--- src/hw/dew_pkg.sv ---
package dew_pkg;

  localparam int AXI_AW = 8;
  localparam int AXI_DW = 32;

  // register byte addresses
  localparam logic [7:0] OFS_CTRL = 8'h00;
  localparam logic [7:0] OFS_ADDR_LO = 8'h04;
  localparam logic [7:0] OFS_ADDR_HI = 8'h08;
  localparam logic [7:0] OFS_DATA = 8'h0C;
  localparam logic [7:0] OFS_IRQ_FLAG = 8'h10;
  localparam logic [7:0] OFS_IRQ_EN = 8'h14;
  localparam logic [7:0] OFS_PTR1_HI = 8'h18;
  localparam logic [7:0] OFS_PTR2_HI = 8'h1C;
  localparam logic [7:0] OFS_STATUS = 8'h20;

  // control register fields
  localparam int CTRL_MODE_BIT = 4;
  localparam int CTRL_WRITE_ENABLE_FLAG_BIT = 3;
  localparam int CTRL_WR_BIT = 2;

  // interrupt flag / enable fields
  localparam int FLAG_NVM_BIT = 0;
  localparam int FLAG_MF_BIT = 1;
  localparam int EN_NVM_BIT = 0;
  localparam int EN_MF_BIT = 1;
  localparam int EN_GLOBAL_BIT = 2;

  // status fields
  localparam int STAT_BUSY_BIT = 0;
  localparam int STAT_SAT_BIT = 1;
  localparam int STAT_FAULT_BIT = 2;

  // array geometry: 6 page bits, 4 byte-in-page bits
  localparam int PAGE_BYTES = 16;
  localparam int LOW_W = 4;
  localparam int PAGE_W = 6;
  localparam int NVM_AW = LOW_W + PAGE_W;
  localparam int ADDR_HI_W = NVM_AW - 8;
  localparam logic [3:0] LOW_MAX = 4'hF;

  // sector that holds the control register
  localparam logic [7:0] SECTOR_CTRL = 8'h01;

  localparam logic [1:0] RESP_OKAY = 2'h0;
  localparam logic [1:0] RESP_SLVERR = 2'h2;

endpackage

--- src/hw/dew_write_ctrl.sv ---
// Behaviour
// - mode bit zero: single byte written at address registers with data register
// - start counts only in the write right after the enable was set
// - start while enable is clear does nothing
// - array timer ends cycle; start bit self-clears for polling
// - byte mode erases the target byte before programming
// - mode bit one: page write of up to 16 bytes, same start sequence
// - page buffer cleared at reset and on enable falling, not rising
// - upper 6 address bits pick page, lower 4 the byte; upper never counts
// - page mode data write loads buffer slot then bumps low nibble
// - low nibble sticks at 0FH; later data writes not buffered
// - enable cleared by hardware once the write completes
// - enable cleared at power-on
// - pointer high bytes reset to 0; control reg reachable only via sector 1
// - cycle end sets memory flag and multi-function flag
// - vector jump needs global, memory, multi-function enables and free stack
// - service clears multi-function flag and global enable; software the other
// - no idle or sleep during a cycle; doing so makes it fail
// - control bits: mode 4, enable 3, start 2
//
// Chosen here: the register addresses and the AXI4-Lite interface to the registers.
`timescale 1ns/1ns
`default_nettype none

module dew_write_ctrl
  import dew_pkg::*;
(
  input wire logic aclk,
  input wire logic aresetn,
  input wire logic [dew_pkg::AXI_AW-1:0] s_axi_awaddr,
  input wire logic s_axi_awvalid,
  output logic s_axi_awready,
  input wire logic [dew_pkg::AXI_DW-1:0] s_axi_wdata,
  input wire logic [3:0] s_axi_wstrb,
  input wire logic s_axi_wvalid,
  output logic s_axi_wready,
  output logic [1:0] s_axi_bresp,
  output logic s_axi_bvalid,
  input wire logic s_axi_bready,
  input wire logic [dew_pkg::AXI_AW-1:0] s_axi_araddr,
  input wire logic s_axi_arvalid,
  output logic s_axi_arready,
  output logic [dew_pkg::AXI_DW-1:0] s_axi_rdata,
  output logic [1:0] s_axi_rresp,
  output logic s_axi_rvalid,
  input wire logic s_axi_rready,
  output logic nvm_start,
  output logic nvm_preerase,
  output logic nvm_page,
  output logic [dew_pkg::NVM_AW-1:0] nvm_addr,
  output logic [dew_pkg::PAGE_BYTES*8-1:0] nvm_data,
  output logic [dew_pkg::PAGE_BYTES-1:0] nvm_mask,
  output logic nvm_abort,
  input wire logic nvm_done,
  input wire logic stack_full,
  input wire logic irq_service,
  input wire logic sleep_req,
  output logic irq_vector
);
  import dew_pkg::*;

  typedef struct packed {
    logic awready;
    logic wready;
    logic bvalid;
    logic [1:0] bresp;
    logic arready;
    logic rvalid;
    logic [1:0] rresp;
    logic [7:0] rdata;
    logic aw_have;
    logic w_have;
    logic [7:0] aw_addr;
    logic [7:0] w_data;
    logic w_lane;
    logic mode;
    logic write_enable_flag;
    logic wr;
    logic arm;
    logic busy;
    logic [7:0] addr_lo;
    logic [ADDR_HI_W-1:0] addr_hi;
    logic [7:0] data;
    logic sat;
    logic [PAGE_BYTES-1:0][7:0] pbuf;
    logic [PAGE_BYTES-1:0] pmask;
    logic nvm_flag;
    logic mf_flag;
    logic en_nvm;
    logic en_mf;
    logic gie;
    logic fault;
    logic [7:0] ptr1h;
    logic [7:0] ptr2h;
    logic start;
    logic preerase;
    logic page;
    logic abort_p;
    logic vector;
    logic [NVM_AW-1:0] naddr;
    logic [PAGE_BYTES-1:0][7:0] ndata;
    logic [PAGE_BYTES-1:0] nmask;
  } dew_state_type;

  dew_state_type s_q;
  dew_state_type s_d;
  logic wr_fire;
  logic ctrl_vis;
  logic [7:0] v;
  logic [3:0] lo;

  ////////////////////////////////////////////////////////////////////////////
  // control register hides unless a pointer selects its sector
  assign ctrl_vis = (s_q.ptr1h == SECTOR_CTRL) || (s_q.ptr2h == SECTOR_CTRL);
  assign wr_fire = s_q.aw_have && s_q.w_have && !s_q.bvalid;
  assign v = s_q.w_data;
  assign lo = s_q.addr_lo[LOW_W-1:0];

  always_comb begin
    s_d = s_q;
    s_d.start = 1'b0;
    s_d.abort_p = 1'b0;

    if (s_q.awready && s_axi_awvalid) begin
      s_d.aw_have = 1'b1;
      s_d.aw_addr = s_axi_awaddr;
    end
    if (s_q.wready && s_axi_wvalid) begin
      s_d.w_have = 1'b1;
      s_d.w_data = s_axi_wdata[7:0];
      s_d.w_lane = s_axi_wstrb[0];
    end
    if (s_q.bvalid && s_axi_bready) s_d.bvalid = 1'b0;

    //////////////////////////////////////////////////////////////////////////
    // register writes; any completed write closes the start window
    if (wr_fire) begin
      s_d.aw_have = 1'b0;
      s_d.w_have = 1'b0;
      s_d.bvalid = 1'b1;
      s_d.bresp = RESP_OKAY;
      s_d.arm = 1'b0;
      unique case (s_q.aw_addr)
        OFS_CTRL: begin
          // settings are frozen while a cycle runs, so a half-done write stays coherent
          if (s_q.w_lane && ctrl_vis && !s_q.busy) begin
            s_d.mode = v[CTRL_MODE_BIT];
            s_d.write_enable_flag = v[CTRL_WRITE_ENABLE_FLAG_BIT];
            // only the write that raises the enable opens the window
            s_d.arm = v[CTRL_WRITE_ENABLE_FLAG_BIT] && !s_q.write_enable_flag && !v[CTRL_WR_BIT];
            if (v[CTRL_WR_BIT] && v[CTRL_WRITE_ENABLE_FLAG_BIT] && s_q.write_enable_flag && s_q.arm) begin
              s_d.wr = 1'b1;
              s_d.busy = 1'b1;
              s_d.start = 1'b1;
              s_d.page = v[CTRL_MODE_BIT];
              s_d.preerase = !v[CTRL_MODE_BIT];
              s_d.naddr = {s_q.addr_hi, s_q.addr_lo};
              if (v[CTRL_MODE_BIT]) begin
                s_d.ndata = s_q.pbuf;
                s_d.nmask = s_q.pmask;
              end else begin
                s_d.ndata = '0;
                s_d.nmask = '0;
                s_d.ndata[lo] = s_q.data;
                s_d.nmask[lo] = 1'b1;
              end
            end
            if (s_q.write_enable_flag && !v[CTRL_WRITE_ENABLE_FLAG_BIT]) begin
              s_d.pbuf = '0;
              s_d.pmask = '0;
              s_d.sat = 1'b0;
            end
          end
        end
        OFS_ADDR_LO: begin
          if (s_q.w_lane && !s_q.busy) begin
            s_d.addr_lo = v;
            s_d.sat = 1'b0;
          end
        end
        OFS_ADDR_HI: if (s_q.w_lane && !s_q.busy) s_d.addr_hi = v[ADDR_HI_W-1:0];
        OFS_DATA: begin
          // ignored outright during a cycle: data in flight stays untouched
          if (s_q.w_lane && !s_q.busy) begin
            s_d.data = v;
            if (s_q.mode && !s_q.sat) begin
              s_d.pbuf[lo] = v;
              s_d.pmask[lo] = 1'b1;
              // only the low nibble moves; the page bits are never carried into
              if (lo == LOW_MAX) begin
                s_d.sat = 1'b1;
              end else begin
                s_d.addr_lo[LOW_W-1:0] = lo + 4'h1;
              end
            end
          end
        end
        OFS_IRQ_FLAG: begin
          if (s_q.w_lane) begin
            s_d.nvm_flag = v[FLAG_NVM_BIT];
            s_d.mf_flag = v[FLAG_MF_BIT];
          end
        end
        OFS_IRQ_EN: begin
          if (s_q.w_lane) begin
            s_d.en_nvm = v[EN_NVM_BIT];
            s_d.en_mf = v[EN_MF_BIT];
            s_d.gie = v[EN_GLOBAL_BIT];
          end
        end
        OFS_PTR1_HI: if (s_q.w_lane) s_d.ptr1h = v;
        OFS_PTR2_HI: if (s_q.w_lane) s_d.ptr2h = v;
        OFS_STATUS: if (s_q.w_lane) s_d.fault = s_q.fault && v[STAT_FAULT_BIT];
        default: s_d.bresp = RESP_SLVERR;
      endcase
    end

    //////////////////////////////////////////////////////////////////////////
    // read channel: answer one cycle after the address is taken
    if (s_q.rvalid && s_axi_rready) s_d.rvalid = 1'b0;
    if (s_q.arready && s_axi_arvalid) begin
      s_d.rvalid = 1'b1;
      s_d.rresp = RESP_OKAY;
      s_d.rdata = 8'h00;
      unique case (s_axi_araddr)
        OFS_CTRL: begin
          if (ctrl_vis) begin
            s_d.rdata[CTRL_MODE_BIT] = s_q.mode;
            s_d.rdata[CTRL_WRITE_ENABLE_FLAG_BIT] = s_q.write_enable_flag;
            s_d.rdata[CTRL_WR_BIT] = s_q.wr;
          end
        end
        OFS_ADDR_LO: s_d.rdata = s_q.addr_lo;
        OFS_ADDR_HI: s_d.rdata[ADDR_HI_W-1:0] = s_q.addr_hi;
        OFS_DATA: s_d.rdata = s_q.data;
        OFS_IRQ_FLAG: begin
          s_d.rdata[FLAG_NVM_BIT] = s_q.nvm_flag;
          s_d.rdata[FLAG_MF_BIT] = s_q.mf_flag;
        end
        OFS_IRQ_EN: begin
          s_d.rdata[EN_NVM_BIT] = s_q.en_nvm;
          s_d.rdata[EN_MF_BIT] = s_q.en_mf;
          s_d.rdata[EN_GLOBAL_BIT] = s_q.gie;
        end
        OFS_PTR1_HI: s_d.rdata = s_q.ptr1h;
        OFS_PTR2_HI: s_d.rdata = s_q.ptr2h;
        OFS_STATUS: begin
          s_d.rdata[STAT_BUSY_BIT] = s_q.busy;
          s_d.rdata[STAT_SAT_BIT] = s_q.sat;
          s_d.rdata[STAT_FAULT_BIT] = s_q.fault;
        end
        default: s_d.rresp = RESP_SLVERR;
      endcase
    end

    //////////////////////////////////////////////////////////////////////////
    // interrupt service comes before cycle end so a new request survives it
    if (irq_service) begin
      s_d.mf_flag = 1'b0;
      s_d.gie = 1'b0;
    end

    if (s_q.busy && nvm_done) begin
      s_d.busy = 1'b0;
      s_d.wr = 1'b0;
      s_d.write_enable_flag = 1'b0;
      s_d.arm = 1'b0;
      s_d.pbuf = '0;
      s_d.pmask = '0;
      s_d.sat = 1'b0;
      s_d.nvm_flag = 1'b1;
      s_d.mf_flag = 1'b1;
    end else if (s_q.busy && sleep_req) begin
      // a low-power entry kills the cycle; nothing signals completion
      s_d.busy = 1'b0;
      s_d.wr = 1'b0;
      s_d.abort_p = 1'b1;
      s_d.fault = 1'b1;
    end

    s_d.vector = s_d.gie && s_d.en_nvm && s_d.en_mf && s_d.mf_flag
                 && !stack_full && !irq_service;
    s_d.awready = !s_d.aw_have && !s_d.bvalid;
    s_d.wready = !s_d.w_have && !s_d.bvalid;
    s_d.arready = !s_d.rvalid;
  end

  always_ff @(posedge aclk) begin
    if (!aresetn) begin
      s_q <= '0;
    end else begin
      s_q <= s_d;
    end
  end

  assign s_axi_awready = s_q.awready;
  assign s_axi_wready = s_q.wready;
  assign s_axi_bvalid = s_q.bvalid;
  assign s_axi_bresp = s_q.bresp;
  assign s_axi_arready = s_q.arready;
  assign s_axi_rvalid = s_q.rvalid;
  assign s_axi_rresp = s_q.rresp;
  assign s_axi_rdata = {24'h000000, s_q.rdata};
  assign nvm_start = s_q.start;
  assign nvm_preerase = s_q.preerase;
  assign nvm_page = s_q.page;
  assign nvm_addr = s_q.naddr;
  assign nvm_data = s_q.ndata;
  assign nvm_mask = s_q.nmask;
  assign nvm_abort = s_q.abort_p;
  assign irq_vector = s_q.vector;
endmodule

`default_nettype wire

--- config.mk ---
export PLATFORM = sky130hd
export DESIGN_NAME = dew_write_ctrl
export DESIGN_NICKNAME = d
export VERILOG_FILES = /design/src/hw/dew_pkg.sv /design/src/hw/dew_write_ctrl.sv
export SDC_FILE = /design/constraint.sdc
export NUM_CORES = 1
export LEC_CHECK = 0
export BUFFER_PORTS_ARGS = -buffer_cell sky130_fd_sc_hd__buf_4
export CORE_MARGIN = 10
export CORE_UTILIZATION = 52
export DETAILED_ROUTE_END_ITERATION = 12
export PLACE_DENSITY = 0.77
export SETUP_SLACK_MARGIN = 0.3
export SYNTH_ARGS = -nofsm -noshare
export SYNTH_HDL_FRONTEND = slang
export SYNTH_SLANG_ARGS = --single-unit
export TNS_END_PERCENT = 1
--- constraint.sdc ---
create_clock -name aclk -period 2.1 [get_ports aclk]
set_input_delay 0.21 -clock aclk [delete_from_list [all_inputs] [get_ports aclk]]
set_output_delay 0.21 -clock aclk [all_outputs]
set_load 0.005 [all_outputs]
* Word-level counts from Yosys, hierarchy flattened
Index checks and enable logic that the tools add are counted.
** Cells by class
- $add $sub $neg :: 1
- $lt $le $gt $ge :: 2
- Equal/unequal tests :: 26
- Muxes and demuxes :: 56
- Bitwise gates (word level) :: 3
- Reduce and logical (&&, ||, !) cells :: 66
** Operators with widths (number)
- two-way mux 145 bit :: 4
- one-hot mux 144 bit (2 select lines) :: 1
- two-way mux 144 bit :: 1
- AND 128 bit :: 1
- bitwise mux 128 bit :: 1
- equality test 8 x 5 -> 1 bit (second input constant) :: 8
- two-way mux 8 bit :: 5
- demux 8 bit (select 4 bit) :: 1
- equality test 8 x 4 -> 1 bit (second input constant) :: 4
- logical AND 1 bit :: 28
- two-way mux 25 bit :: 1
- two-way mux 3 bit :: 7
- AND reduction 3 bit :: 7
- OR reduction 9 bit :: 2
- equality test 8 x 1 -> 1 bit (second input constant) :: 2
- equality test 8 x 3 -> 1 bit (second input constant) :: 2
- equality test 8 x 6 -> 1 bit (second input constant) :: 2
- logical NOT 8 bit :: 2
- two-way mux 2 bit :: 8
- two-way mux 4 bit :: 4
- OR 16 bit :: 1
- one-hot mux 2 bit (8 select lines) :: 1
- two-way mux 1 bit :: 15
- != test 2 bit (second input constant) :: 7
- 21 further kinds :: 39
** Storage, ports and cells
- Bits in registers :: 384
- Input bits :: 63
- Output and inout port bits :: 200
- Logic and storage cells :: 224

* Depth between registers and ports, before layout
Gate-level depths: netlist (run 1).
- Depth in word-level cells :: 13
- Gate-level depth with buffers :: 9
- Mapped depth without buffers :: 6

* Worst setup path after synthesis (run 1)
OpenSTA, ideal clock, no wires.
- Kind :: register to register
- Start point :: register s_q[365] (netlist name)
- End point :: register s_q[190] (netlist name)
- Setup time :: 142 ps
- Arrival time :: 1852 ps
- Required time :: 1958 ps
- Setup slack :: 107 ps
- Cell stages (with the launch flop) :: 9
- Path buffers :: 3
- Period minus slack after synthesis :: 1993 ps
- Cell sequence :: dfxtp_1 -> nor4_4 -> and2_1 -> buf_6 -> nand3_4 -> buf_4 -> buf_2 -> a41oi_1 -> a211oi_2
** On the way
- Longest elaborated chain between the ends :: 3
- Elaborated cells between the ends (all ways) :: 9
- Those cells by class :: eq/ne: 5; mux: 1; reduce/logical: 3
** RTL lines
- start, declared :: RTL line dew_write_ctrl.sv:105 : dew_state_type s_q;
- start signal, assigned :: RTL line dew_write_ctrl.sv:290 : s_q <= '0;
- start signal, assigned :: RTL line dew_write_ctrl.sv:292 : s_q <= s_d;
- equality test 8 x 4 -> 1 bit or logical NOT 8 bit (tied branches) :: RTL line dew_write_ctrl.sv:143 : unique case (s_q.aw_addr)
- != test 2 bit (no source line) or nonzero test 2 bit (tied branches)
- AND reduction 6 bit (no source line)
Parallel ways exist; a longest one is shown, timed or not.
A chain may end at the register's enable or synchronous reset.

* Worst setup path after layout (run 1)
- Start point :: register s_q[359] (netlist name)
- End point :: register s_q[291] (netlist name)
The elaborated chain is that of the path after synthesis.

==> impl_metrics.env, run 1 <==
export IMPL_dp_hpwl_um=34540
export IMPL_status="finished, violations left"
export IMPL_avgSynthCellArea_um2=8.859
export IMPL_fin_nets=2070
export IMPL_critical_path_top_delay_family="buffers and inverters"
export IMPL_async_flop_share_pct=0
export IMPL_p_int_mw=11.95
export IMPL_pwr_share_clk_pct=47.8
export IMPL_startpoint_type="register"
export IMPL_finalNonFillerCells=2475
export IMPL_synth_flop_cell="dfxtp_1"
export IMPL_grt_pass1_vias=14300
export IMPL_grt_use_total_pct=24.46
export IMPL_power_mw=15.45
export IMPL_skew_ps=24.73
export IMPL_globalRouteOverflowTotal=0
export IMPL_grt_antenna_before_repair=0
export IMPL_num_vias=15150
export IMPL_dieArea_um2=40440
export IMPL_fin_ws_ps=-38.70
export IMPL_fin_crit_ps=2139
export IMPL_clk_pin_slew_ps=60
export IMPL_routed_wl_um=53560
export IMPL_viasPerCell=6.120
export IMPL_power_leakage_nw=7.479
export IMPL_swShare_pct=22.63
export IMPL_place_gp_congestion=0.9280
export IMPL_hp_class="input pin to register"
export IMPL_crit_arrival_ps=2590
export IMPL_crit_path_start="s_q[359]"
export IMPL_critPathKind="register to register"
export IMPL_reg2reg_slack_ps=-40
export IMPL_p_sw_mw=3.497
export IMPL_cp_max_fo=7
export IMPL_worst_pin_slew_ps=1243
export IMPL_pwr_share_seq_pct=47.4
export IMPL_drt_initial_drc_count=1489
export IMPL_fin_tns_setup_ps=-233.6
export IMPL_dpl_cell_count=2353
export IMPL_row_count=66
export IMPL_root_buffer="clkbuf_16"
export IMPL_ys_seq_area_share_pct=44.84
export IMPL_drcViolationCount=0
export IMPL_rsz0062_at_grt="true"
export IMPL_violations="setup timing"
export IMPL_io_buffers=209
export IMPL_worst_skew_pair_late_latency_ps=540
export IMPL_dr_pass1_iters=6
export IMPL_path_buf_inv=4
export IMPL_rr_startpoint="s_q[359]"
export IMPL_grt_max_degree=139
export IMPL_area_growth_pct=22.31
export IMPL_clock_path_buffers=3
export IMPL_cp_end_kind="register"
export IMPL_place_ws_ps=-63.57
export IMPL_finalCritPeriodShare_pct=101.8
export IMPL_crit_chain="nor4_4 -> buf_4 -> a22o_4 -> a21boi_4 -> buf_12 -> nand4_1 -> buf_4 -> buf_12 -> o22ai_2"
export IMPL_slew_headroom_pct=16.75
export IMPL_maxCapViolations=0
export IMPL_cts_htree_levels=2
export IMPL_fp_dieW_um=201.1
export IMPL_slew_violations=0
export IMPL_p_per_area_nw_per_um2=740.7
export IMPL_core_area_um2=32450
export IMPL_combPwrFrac_pct=4.8
export IMPL_postRouteAntennaNets=0
export IMPL_worst_hold_startpoint="aresetn"
export IMPL_stdcell_area_um2=20860
export IMPL_yosys_warnings=0
export IMPL_netlist_instances=1925
export IMPL_ioPinCount=263
export IMPL_initial_utilization_pct=52.55
export IMPL_ys_ff_latch=382
export IMPL_synth_edf_count=0
export IMPL_netlist_area_um2=17050
export IMPL_finalSetupViolCount=16
export IMPL_cts_tree="done"
export IMPL_die_h_um=201.1
export IMPL_dpl_cell_area_um2=18370
export IMPL_synth_cell_types=71
export IMPL_worstPathRequired_ps=2550
export IMPL_max_freq_mhz=467.6
export IMPL_antenna_cells=0
export IMPL_max_stage_delay_ps=340
export IMPL_layout_drive_gt1_share_pct=26.71
export IMPL_clock_sinks=382
export IMPL_cpMaxStageDelayCell="dfxtp_2"
export IMPL_ir_worst_vdd_mv=0.5830
export IMPL_avgRoutedWirePerCell_um=21.64
export IMPL_grt_pass1_wl_um=81500
export IMPL_hold_violations=0
export IMPL_cts_buffers=40
area by class of cell:
type | count | area (um2)
clock buffer | 58 | 1211
sequential | 382 | 7660
fill | 2546 | 11590
multi-input combinational | 1197 | 7760
inverter | 5 | 23.77
timing repair buffer | 377 | 3473
clock inverter | 14 | 177.7
tap | 442 | 553.0
worst reg2reg max path, cell delays in order (launching register included):
cell      delay [ps]
dfxtp_2          340
nor4_4           320
buf_4            190
a22o_4           120
a21boi_4         210
buf_12           150
nand4_1          190
buf_4            230
buf_12           150
o22ai_2          170
through the flow:
step | hold WS [ps] | util, %
after floorplan | 298.3 | -
after global placement | 403.2 | 56.61
after detailed placement | 405.3 | 56.61
after CTS | 13.29 | 62.94
after global routing | 25.97 | 64.27
final | 29.51 | 64.27
flip-flops by register name, summed over array words and instances (netlist names):
name / cells
v: 8
nvm_mask: 16
s_axi_arready: 1
s_axi_rresp: 1
nvm_page: 1
s_axi_bvalid: 1
s_axi_wready: 1
irq_vector: 1
s_q: 196
s_axi_rdata: 8
nvm_preerase: 1
nvm_addr: 10
s_axi_awready: 1
nvm_abort: 1
s_axi_bresp: 1
lo: 4
nvm_start: 1
s_axi_rvalid: 1
nvm_data: 128
final timing paths:
| path | endpoint | cells past startpoint |
|---|---|---|
| setup / recovery | s_q[291] | 9 |
| setup reg to reg | s_q[291] | 9 |
| hold reg to reg | s_q[289] | 2 |
| hold / removal | s_q[179] | 2 |
power by group through the flow:
stage | Combinational [mW] | Clock [mW] | Sequential [mW]
after floorplan | 0.455 | 0 | 7.46
after global placement | 0.618 | 0 | 7.48
after detailed placement | 0.628 | 0 | 7.48
after CTS | 0.717 | 7.41 | 7.32
after global routing | 0.794 | 7.72 | 7.32
final | 0.747 | 7.38 | 7.32
layout by cell type (no fill, tap or decap), types with 7 or more instances in the layout:
master,count
dfxtp_1,374
buf_4,307
nand2_1,223
nor2_1,188
a22oi_1,134
a211oi_1,128
o22ai_1,100
mux2i_1,51
clkbuf_16,46
a21oi_1,45
a211oi_2,33
nand3_1,30
conb_1,26
dlygate4sd3_1,22
o21ai_0,21
buf_12,20
o22ai_2,19
and2_1,17
o211ai_1,16
a41oi_2,10
clkbuf_8,10
buf_6,10
nand4_1,9
nor3_1,8
nor2b_1,7
and3_1,7
nor2b_2,7
o2bb2ai_1,7
dfxtp_2,7
cell usage after synthesis, drive strengths merged, types with 9 or more instances:
cell type / count / area (um2)
nor2: 189 / 716.9
o21ai: 21 / 105.1
dfxtp: 382 / 7647
and2: 20 / 125.1
buf: 258 / 1804
nor3: 9 / 50.05
clkbuf: 108 / 409.2
nand4: 11 / 98.84
o211ai: 16 / 120.1
a22oi: 134 / 1006
a211oi: 162 / 1276
nand3: 31 / 167.7
a21oi: 56 / 280.3
nand2: 226 / 848.3
a41oi: 17 / 167.7
mux2i: 51 / 510.5
nor2b: 15 / 93.84
o22ai: 120 / 750.7
routing by layer:
layer	wire [um]	track usage (%)	vias up
li1	-	-	6931
met1	21770	31.39	7371
met2	25290	39.16	719
met3	4753	5.478	125
met4	1743	9.765	0
met5	0	0	-
repair_timing:
item                                   in CTS  in global routing
resized for setup                          27                 64
gates cloned                                5                  4
endpoints found under the hold margin      23                  0
hold buffers                               22                  0
setup endpoints to repair                 330                344
buffers inserted                           17                  2
pin swaps                                  11                 34
kinds of logic (layout without fill, tap and decap cells):
| kind of cell | Yosys count | count (layout) | synth area share, % |
|---|---|---|---|
| AOI/OAI and AO/OA | 569 | 569 | 24.15 |
| and+or+nand+nor | 544 | 544 | 14.42 |
| DFF | 382 | 382 | 44.84 |
| muxes | 54 | 54 | 3.191 |
| adders and majority gates | 4 | 4 | 0.2935 |
| buffers and inverters | 371 | 454 | 13.09 |
| other | 1 | 26 | 0.02199 |
No activity file was read; power rests on OpenSTA's default activity.
==> run 2: changes to the inputs <==
RECOVER_POWER = 25   (was unset)
==> run 2 against run 1 <==
  * The run still ends with setup timing left
  * Register-to-register slack hardly changed
  * Die area stayed put
  * Non-clock buffer count stayed put
  * Clock skew hardly changed
  * Critical path depth stayed put
  * Global-route usage stayed put
  * Hold slack worse by 3.0 ps
  * Combinational power hardly changed
  * Flip-flop and latch count stayed put
  * Critical path type unchanged
==> impl_metrics.env, run 2 (same netlist as run 1, synthesis figures left out) <==
export IMPL_status="finished, violations left"
export IMPL_violations="setup timing"
export IMPL_reg2reg_depth=9
export IMPL_grt_pass1_wl_um=81500
export IMPL_postRouteAntennaNets=0
export IMPL_viasPerCell=6.094
export IMPL_utilization_pct=64.08
export IMPL_slew_violations=0
export IMPL_io_buffers=209
export IMPL_critPathKind="register to register"
export IMPL_p_int_mw=11.95
export IMPL_max_freq_mhz=464.9
export IMPL_layout_drive_gt1_share_pct=25.87
export IMPL_regMostFlops="s_q"
export IMPL_grt_use_total_pct=24.46
export IMPL_drcViolationCount=0
export IMPL_fin_ws_ps=-51.12
export IMPL_combPwrFrac_pct=4.8
export IMPL_cp_max_fo=7
export IMPL_p_per_area_nw_per_um2=743.4
export IMPL_pwr_share_clk_pct=47.8
export IMPL_cp_end_kind="register"
export IMPL_dp_hpwl_um=34540
export IMPL_startpoint_type="register"
export IMPL_ir_worst_vdd_mv=0.5879
export IMPL_power_leakage_nw=7.382
export IMPL_avgRoutedWirePerCell_um=21.64
export IMPL_globalRouteOverflowTotal=0
export IMPL_max_stage_delay_ps=340
export IMPL_clock_path_buffers=3
export IMPL_place_gp_congestion=0.9280
export IMPL_cpMaxStageDelayCell="dfxtp_2"
export IMPL_ioPinCount=263
export IMPL_fin_crit_ps=2151
export IMPL_dr_pass1_iters=6
export IMPL_swShare_pct=22.69
export IMPL_finalSetupViolCount=17
export IMPL_hp_class="input pin to register"
export IMPL_initial_utilization_pct=52.55
export IMPL_worst_pin_slew_ps=1229
export IMPL_drt_initial_drc_count=1524
export IMPL_worstPathRequired_ps=2550
export IMPL_grt_pass1_vias=14300
export IMPL_worst_skew_pair_late_latency_ps=540
export IMPL_crit_chain="nor4_4 -> buf_4 -> a22o_4 -> a21boi_4 -> buf_12 -> nand4_1 -> buf_4 -> buf_12 -> o22ai_2"
export IMPL_largest_reg_flops=196
export IMPL_hold_violations=0
export IMPL_finalNonFillerCells=2475
export IMPL_root_buffer="clkbuf_16"
export IMPL_area_growth_pct=21.94
export IMPL_p_sw_mw=3.507
export IMPL_cts_htree_levels=2
export IMPL_whs_path_depth=3
export IMPL_nFillCells=2567
export IMPL_cts_buffers=40
export IMPL_fp_dieW_um=201.1
export IMPL_dpl_cell_count=2353
export IMPL_cts_tree="done"
export IMPL_slew_headroom_pct=17.68
export IMPL_clk_pin_slew_ps=60
export IMPL_crit_arrival_ps=2600
export IMPL_clock_sinks=382
export IMPL_rsz0062_at_grt="true"
export IMPL_row_count=66
export IMPL_grt_max_degree=139
export IMPL_fin_nets=2070
export IMPL_dieArea_um2=40440
export IMPL_routed_wl_um=53550
export IMPL_mostFrequentLayoutCells="374 x dfxtp_1, 249 x buf_4, 223 x nand2_1"
export IMPL_grt_antenna_before_repair=0
export IMPL_num_vias=15080
export IMPL_pwr_share_seq_pct=47.4
export IMPL_finalCritPeriodShare_pct=102.4
export IMPL_layout_commonest_cell="dfxtp_1"
export IMPL_maxCapViolations=0
export IMPL_core_area_um2=32450
export IMPL_die_h_um=201.1
export IMPL_holdWs_ps=26.52
export IMPL_reg2reg_slack_ps=-50
export IMPL_skew_ps=24.36
export IMPL_antenna_cells=0
[run 2: worst paths after layout]
path,from,end
worst min-delay path,s_axi_araddr[5],s_axi_rresp[1]
worst min register to register,s_q[288],s_q[288]
worst max-delay path,s_q[359],s_q[291]
worst max register to register,s_q[359],s_q[291]
[run 2: layer usage]
| metal | GRT usage [%] | share of wire [%] | wire (um) |
|---|---|---|---|
| met1 | 31.39 | 41 | 21920 |
| met2 | 39.16 | 47 | 25240 |
| met3 | 5.478 | 8.9 | 4756 |
| met4 | 9.765 | 3.1 | 1639 |
| met5 | 0 | 0 | 0 |
[run 2: repair_timing]
action / 4_1_cts / 5_1_grt
hold buffers: 22 / 0
endpoints found under the setup margin: 330 / 344
gates resized for setup: 27 / 64
pin swaps: 11 / 34
cloned: 5 / 4
buffers inserted: 17 / 2
endpoints found under the hold margin: 23 / 0
[run 2: final cells by class]
cell class / instances / area, um2 / share of cell area, %
inverters: 5 / 23.77 / 0.1143
clock buffers: 58 / 1211 / 5.824
repair buffers: 377 / 3410 / 16.40
flip-flops and latches: 382 / 7660 / 36.84
clock inverters: 14 / 177.7 / 0.8544
multi-input cells: 1197 / 7760 / 37.32
well taps: 442 / 553.0 / 2.659
[run 2: critical path, delay by kind of cell, from the launching register on]
kind	cells	cell delay, ps
buffers and inverters	4	730
AOI/OAI and AO/OA	3	490
and+or+nand+nor	2	520
DFF	1	340
[run 2: through the flow]
| step | setup slack (ps) | power, mW | cell area [um2] | setup TNS, ps |
|---|---|---|---|---|
| after CTS | 14.01 | 15.44 | 20430 | 0 |
| after global placement | 2.941 | 8.096 | 18370 | 0 |
| after floorplan | 172.5 | 7.916 | 17350 | 0 |
| after global routing | -116.6 | 15.83 | 20790 | -8308 |
| after detailed placement | -63.57 | 8.108 | 18370 | -2573 |
| final | -51.12 | 15.46 | 20790 | -400.7 |
[run 2: power groups by stage]
stage,Sequential [mW],Combinational [mW],Clock (mW)
2_1_floorplan,7.46,0.455,0
3_3_place_gp,7.48,0.618,0
3_5_place_dp,7.48,0.628,0
4_1_cts,7.32,0.717,7.41
5_1_grt,7.32,0.793,7.72
6_report,7.32,0.746,7.39
==> run 3: changes to the inputs <==
CORE_MARGIN = 4   (was 10)
REMOVE_ABC_BUFFERS = 1   (was unset)
==> run 3 against run 2 <==
  * Clock-buffer cell count is 4 lower
  * Core utilization is 0.50 points higher
  * Via count is 0.40% higher
  * Clock skew is 1.3 ps higher
  * Fmax is 2.2% higher
  * Largest cell class unchanged
  * Sequential power hardly changed
  * Flip-flop and latch count stayed put
  * Wire length is 4.2% lower
  * The run still ends with setup timing left
  * Power is 0.51% higher
  * Critical path type unchanged
  * Design area is 0.78% higher
==> impl_metrics.env, run 3 (same netlist as run 1, synthesis figures left out) <==
export IMPL_status="finished, violations left"
export IMPL_violations="setup timing"
export IMPL_swShare_pct=22.45
export IMPL_hold_violations=0
export IMPL_viasPerCell=6.074
export IMPL_cp_max_fo=19
export IMPL_grt_use_total_pct=26.52
export IMPL_fin_crit_ps=2105
export IMPL_slew_headroom_pct=56.16
export IMPL_path_depth=10
export IMPL_dieArea_um2=35760
export IMPL_p_int_mw=12.05
export IMPL_hp_class="input pin to register"
export IMPL_finalSetupViolCount=1
export IMPL_globalRouteOverflowTotal=0
export IMPL_clk_pin_slew_ps=60
export IMPL_cpMaxStageDelayCell="dfxtp_2"
export IMPL_slew_violations=0
export IMPL_power_leakage_nw=7.519
export IMPL_fp_dieW_um=189.1
export IMPL_maxCapViolations=0
export IMPL_worstPathRequired_ps=2550
export IMPL_grt_pass1_wl_um=77960
export IMPL_postRouteAntennaNets=0
export IMPL_utilization_pct=64.57
export IMPL_rsz0062_at_grt="true"
export IMPL_cts_tree="done"
export IMPL_pwr_share_seq_pct=47.1
export IMPL_routed_wl_um=51290
export IMPL_place_gp_congestion=0.9150
export IMPL_fin_ws_ps=-5.288
export IMPL_fin_tns_setup_ps=-5.288
export IMPL_largest_reg_flops=196
export IMPL_layout_drive_gt1_share_pct=27.21
export IMPL_row_count=66
export IMPL_worst_hold_startpoint="s_axi_araddr[5]"
export IMPL_cpMostUsedCell="buf_16"
export IMPL_avgRoutedWirePerCell_um=20.57
export IMPL_clock_sinks=382
export IMPL_die_h_um=189.1
export IMPL_regMostFlops="s_q"
export IMPL_antenna_cells=0
export IMPL_place_ws_ps=-216.9
export IMPL_critPathKind="register to register"
export IMPL_dr_pass1_iters=7
export IMPL_root_buffer="clkbuf_16"
export IMPL_worst_skew_pair_late_latency_ps=550
export IMPL_critical_path_top_delay_family="buffers and inverters"
export IMPL_nFillCells=2504
export IMPL_p_per_area_nw_per_um2=741.4
export IMPL_core_area_um2=32450
export IMPL_reg2reg_slack_ps=-5
export IMPL_initial_utilization_pct=52.55
export IMPL_startpoint_type="register"
export IMPL_crit_chain="nor4_4 -> buf_4 -> nand4b_4 -> a211oi_4 -> buf_6 -> buf_12 -> buf_16 -> buf_16 -> nor2_1 -> a211oi_2"
export IMPL_cts_htree_levels=2
export IMPL_whs_path_depth=3
export IMPL_rr_startpoint="s_q[361]"
export IMPL_drt_initial_drc_count=1567
export IMPL_combPwrFrac_pct=4.6
export IMPL_reg2reg_depth=10
export IMPL_dp_hpwl_um=31500
export IMPL_cts_buffers=40
export IMPL_layout_commonest_cell="dfxtp_1"
export IMPL_clock_path_buffers=3
export IMPL_skew_ps=25.62
export IMPL_path_buf_inv=5
export IMPL_area_growth_pct=22.88
export IMPL_holdPathEnd="s_axi_rresp[1]"
export IMPL_grt_antenna_before_repair=0
export IMPL_max_stage_delay_ps=360
export IMPL_max_freq_mhz=475.0
export IMPL_grt_max_degree=121
export IMPL_critical_path_reg2reg_endpoint="nvm_data[47]"
export IMPL_grt_pass1_vias=14420
export IMPL_p_sw_mw=3.489
export IMPL_power_mw=15.54
export IMPL_num_vias=15140
export IMPL_worst_pin_slew_ps=655.9
export IMPL_pwr_share_clk_pct=48.3
export IMPL_finalCritPeriodShare_pct=100.3
export IMPL_drcViolationCount=0
export IMPL_ir_worst_vdd_mv=0.5183
export IMPL_cp_end_kind="register"
export IMPL_crit_arrival_ps=2560
export IMPL_fin_nets=2088
export IMPL_io_buffers=209
export IMPL_ioPinCount=263
export IMPL_mostFrequentLayoutCells="373 x dfxtp_1, 242 x buf_4, 224 x nand2_1"
run 3: changes by cell type in the layout (fill, tap and decap cells not counted), moves of 11 or more:
cell      previous run  this run
a211oi_1           128       115
a211oi_2            33        45
buf_6               10        21
clkbuf_1            23        12
clkbuf_4            41        70
o21ai_0             21         9
o22ai_1            100       116
o22ai_2             19         4
run 3: area by class of cell:
cell class                 count  area (um2)  share of cell area (%)
multi-input combinational   1197        7716                   36.82
sequential                   382        7661                   36.56
timing repair buffer         395        3583                   17.10
clock buffer                  54        1155                   5.511
tap                          442       553.0                   2.639
clock inverter                18       264.0                   1.260
inverter                       5       23.77                  0.1134
run 3: layer usage:
metal,global-route usage [%],vias to the layer above,part of all wire (%)
li1,-,6951,-
met1,35.87,7193,40
met2,42.62,844,46
met3,4.701,155,9.7
met4,10.01,0,4.0
met5,0,-,0
run 3: worst max-delay path by stage:
stage / startpoint / endpoint / slack, ps
after global placement: s_q[365] / nvm_data[64] / -100
after CTS: s_q[363] / nvm_mask[0] / 70
after floorplan: s_q[365] / nvm_mask[0] / -8280
final: s_q[361] / nvm_data[47] / -5
after detailed placement: s_q[365] / nvm_data[55] / -220
after global routing: s_q[162] / s_axi_rdata[4] / -90
run 3: power groups by stage:
stage	Sequential [mW]	Combinational (mW)	Clock (mW)
floorplan	7.50	0.265	0
global placement	7.48	0.590	0
detailed placement	7.48	0.601	0
CTS	7.32	0.658	7.54
global route	7.32	0.764	7.85
finish	7.32	0.716	7.50
run 3: tightest hold or removal path, stage by stage:
cell	delay (ps)
buf_4	140
nand2_1	90
a21oi_1	80
run 3: what timing repair did:
action	4_1_cts	5_1_grt
endpoints found under the hold margin	22	0
resized for setup	28	107
pin swaps	9	28
buffers inserted	20	6
gates cloned	7	1
hold buffers	22	0
endpoints found under the setup margin	333	346
run 3: metrics by stage:
step / instance area [um2] / hold WS [ps] / instances
after floorplan: 14930 / 298.3 / 1584
after global placement: 18330 / 400.9 / 2365
after detailed placement: 18330 / 410.6 / 2365
after CTS: 20490 / 20.62 / 2486
after global routing: 20960 / 70.70 / 2493
final: 20960 / 46.96 / 2493
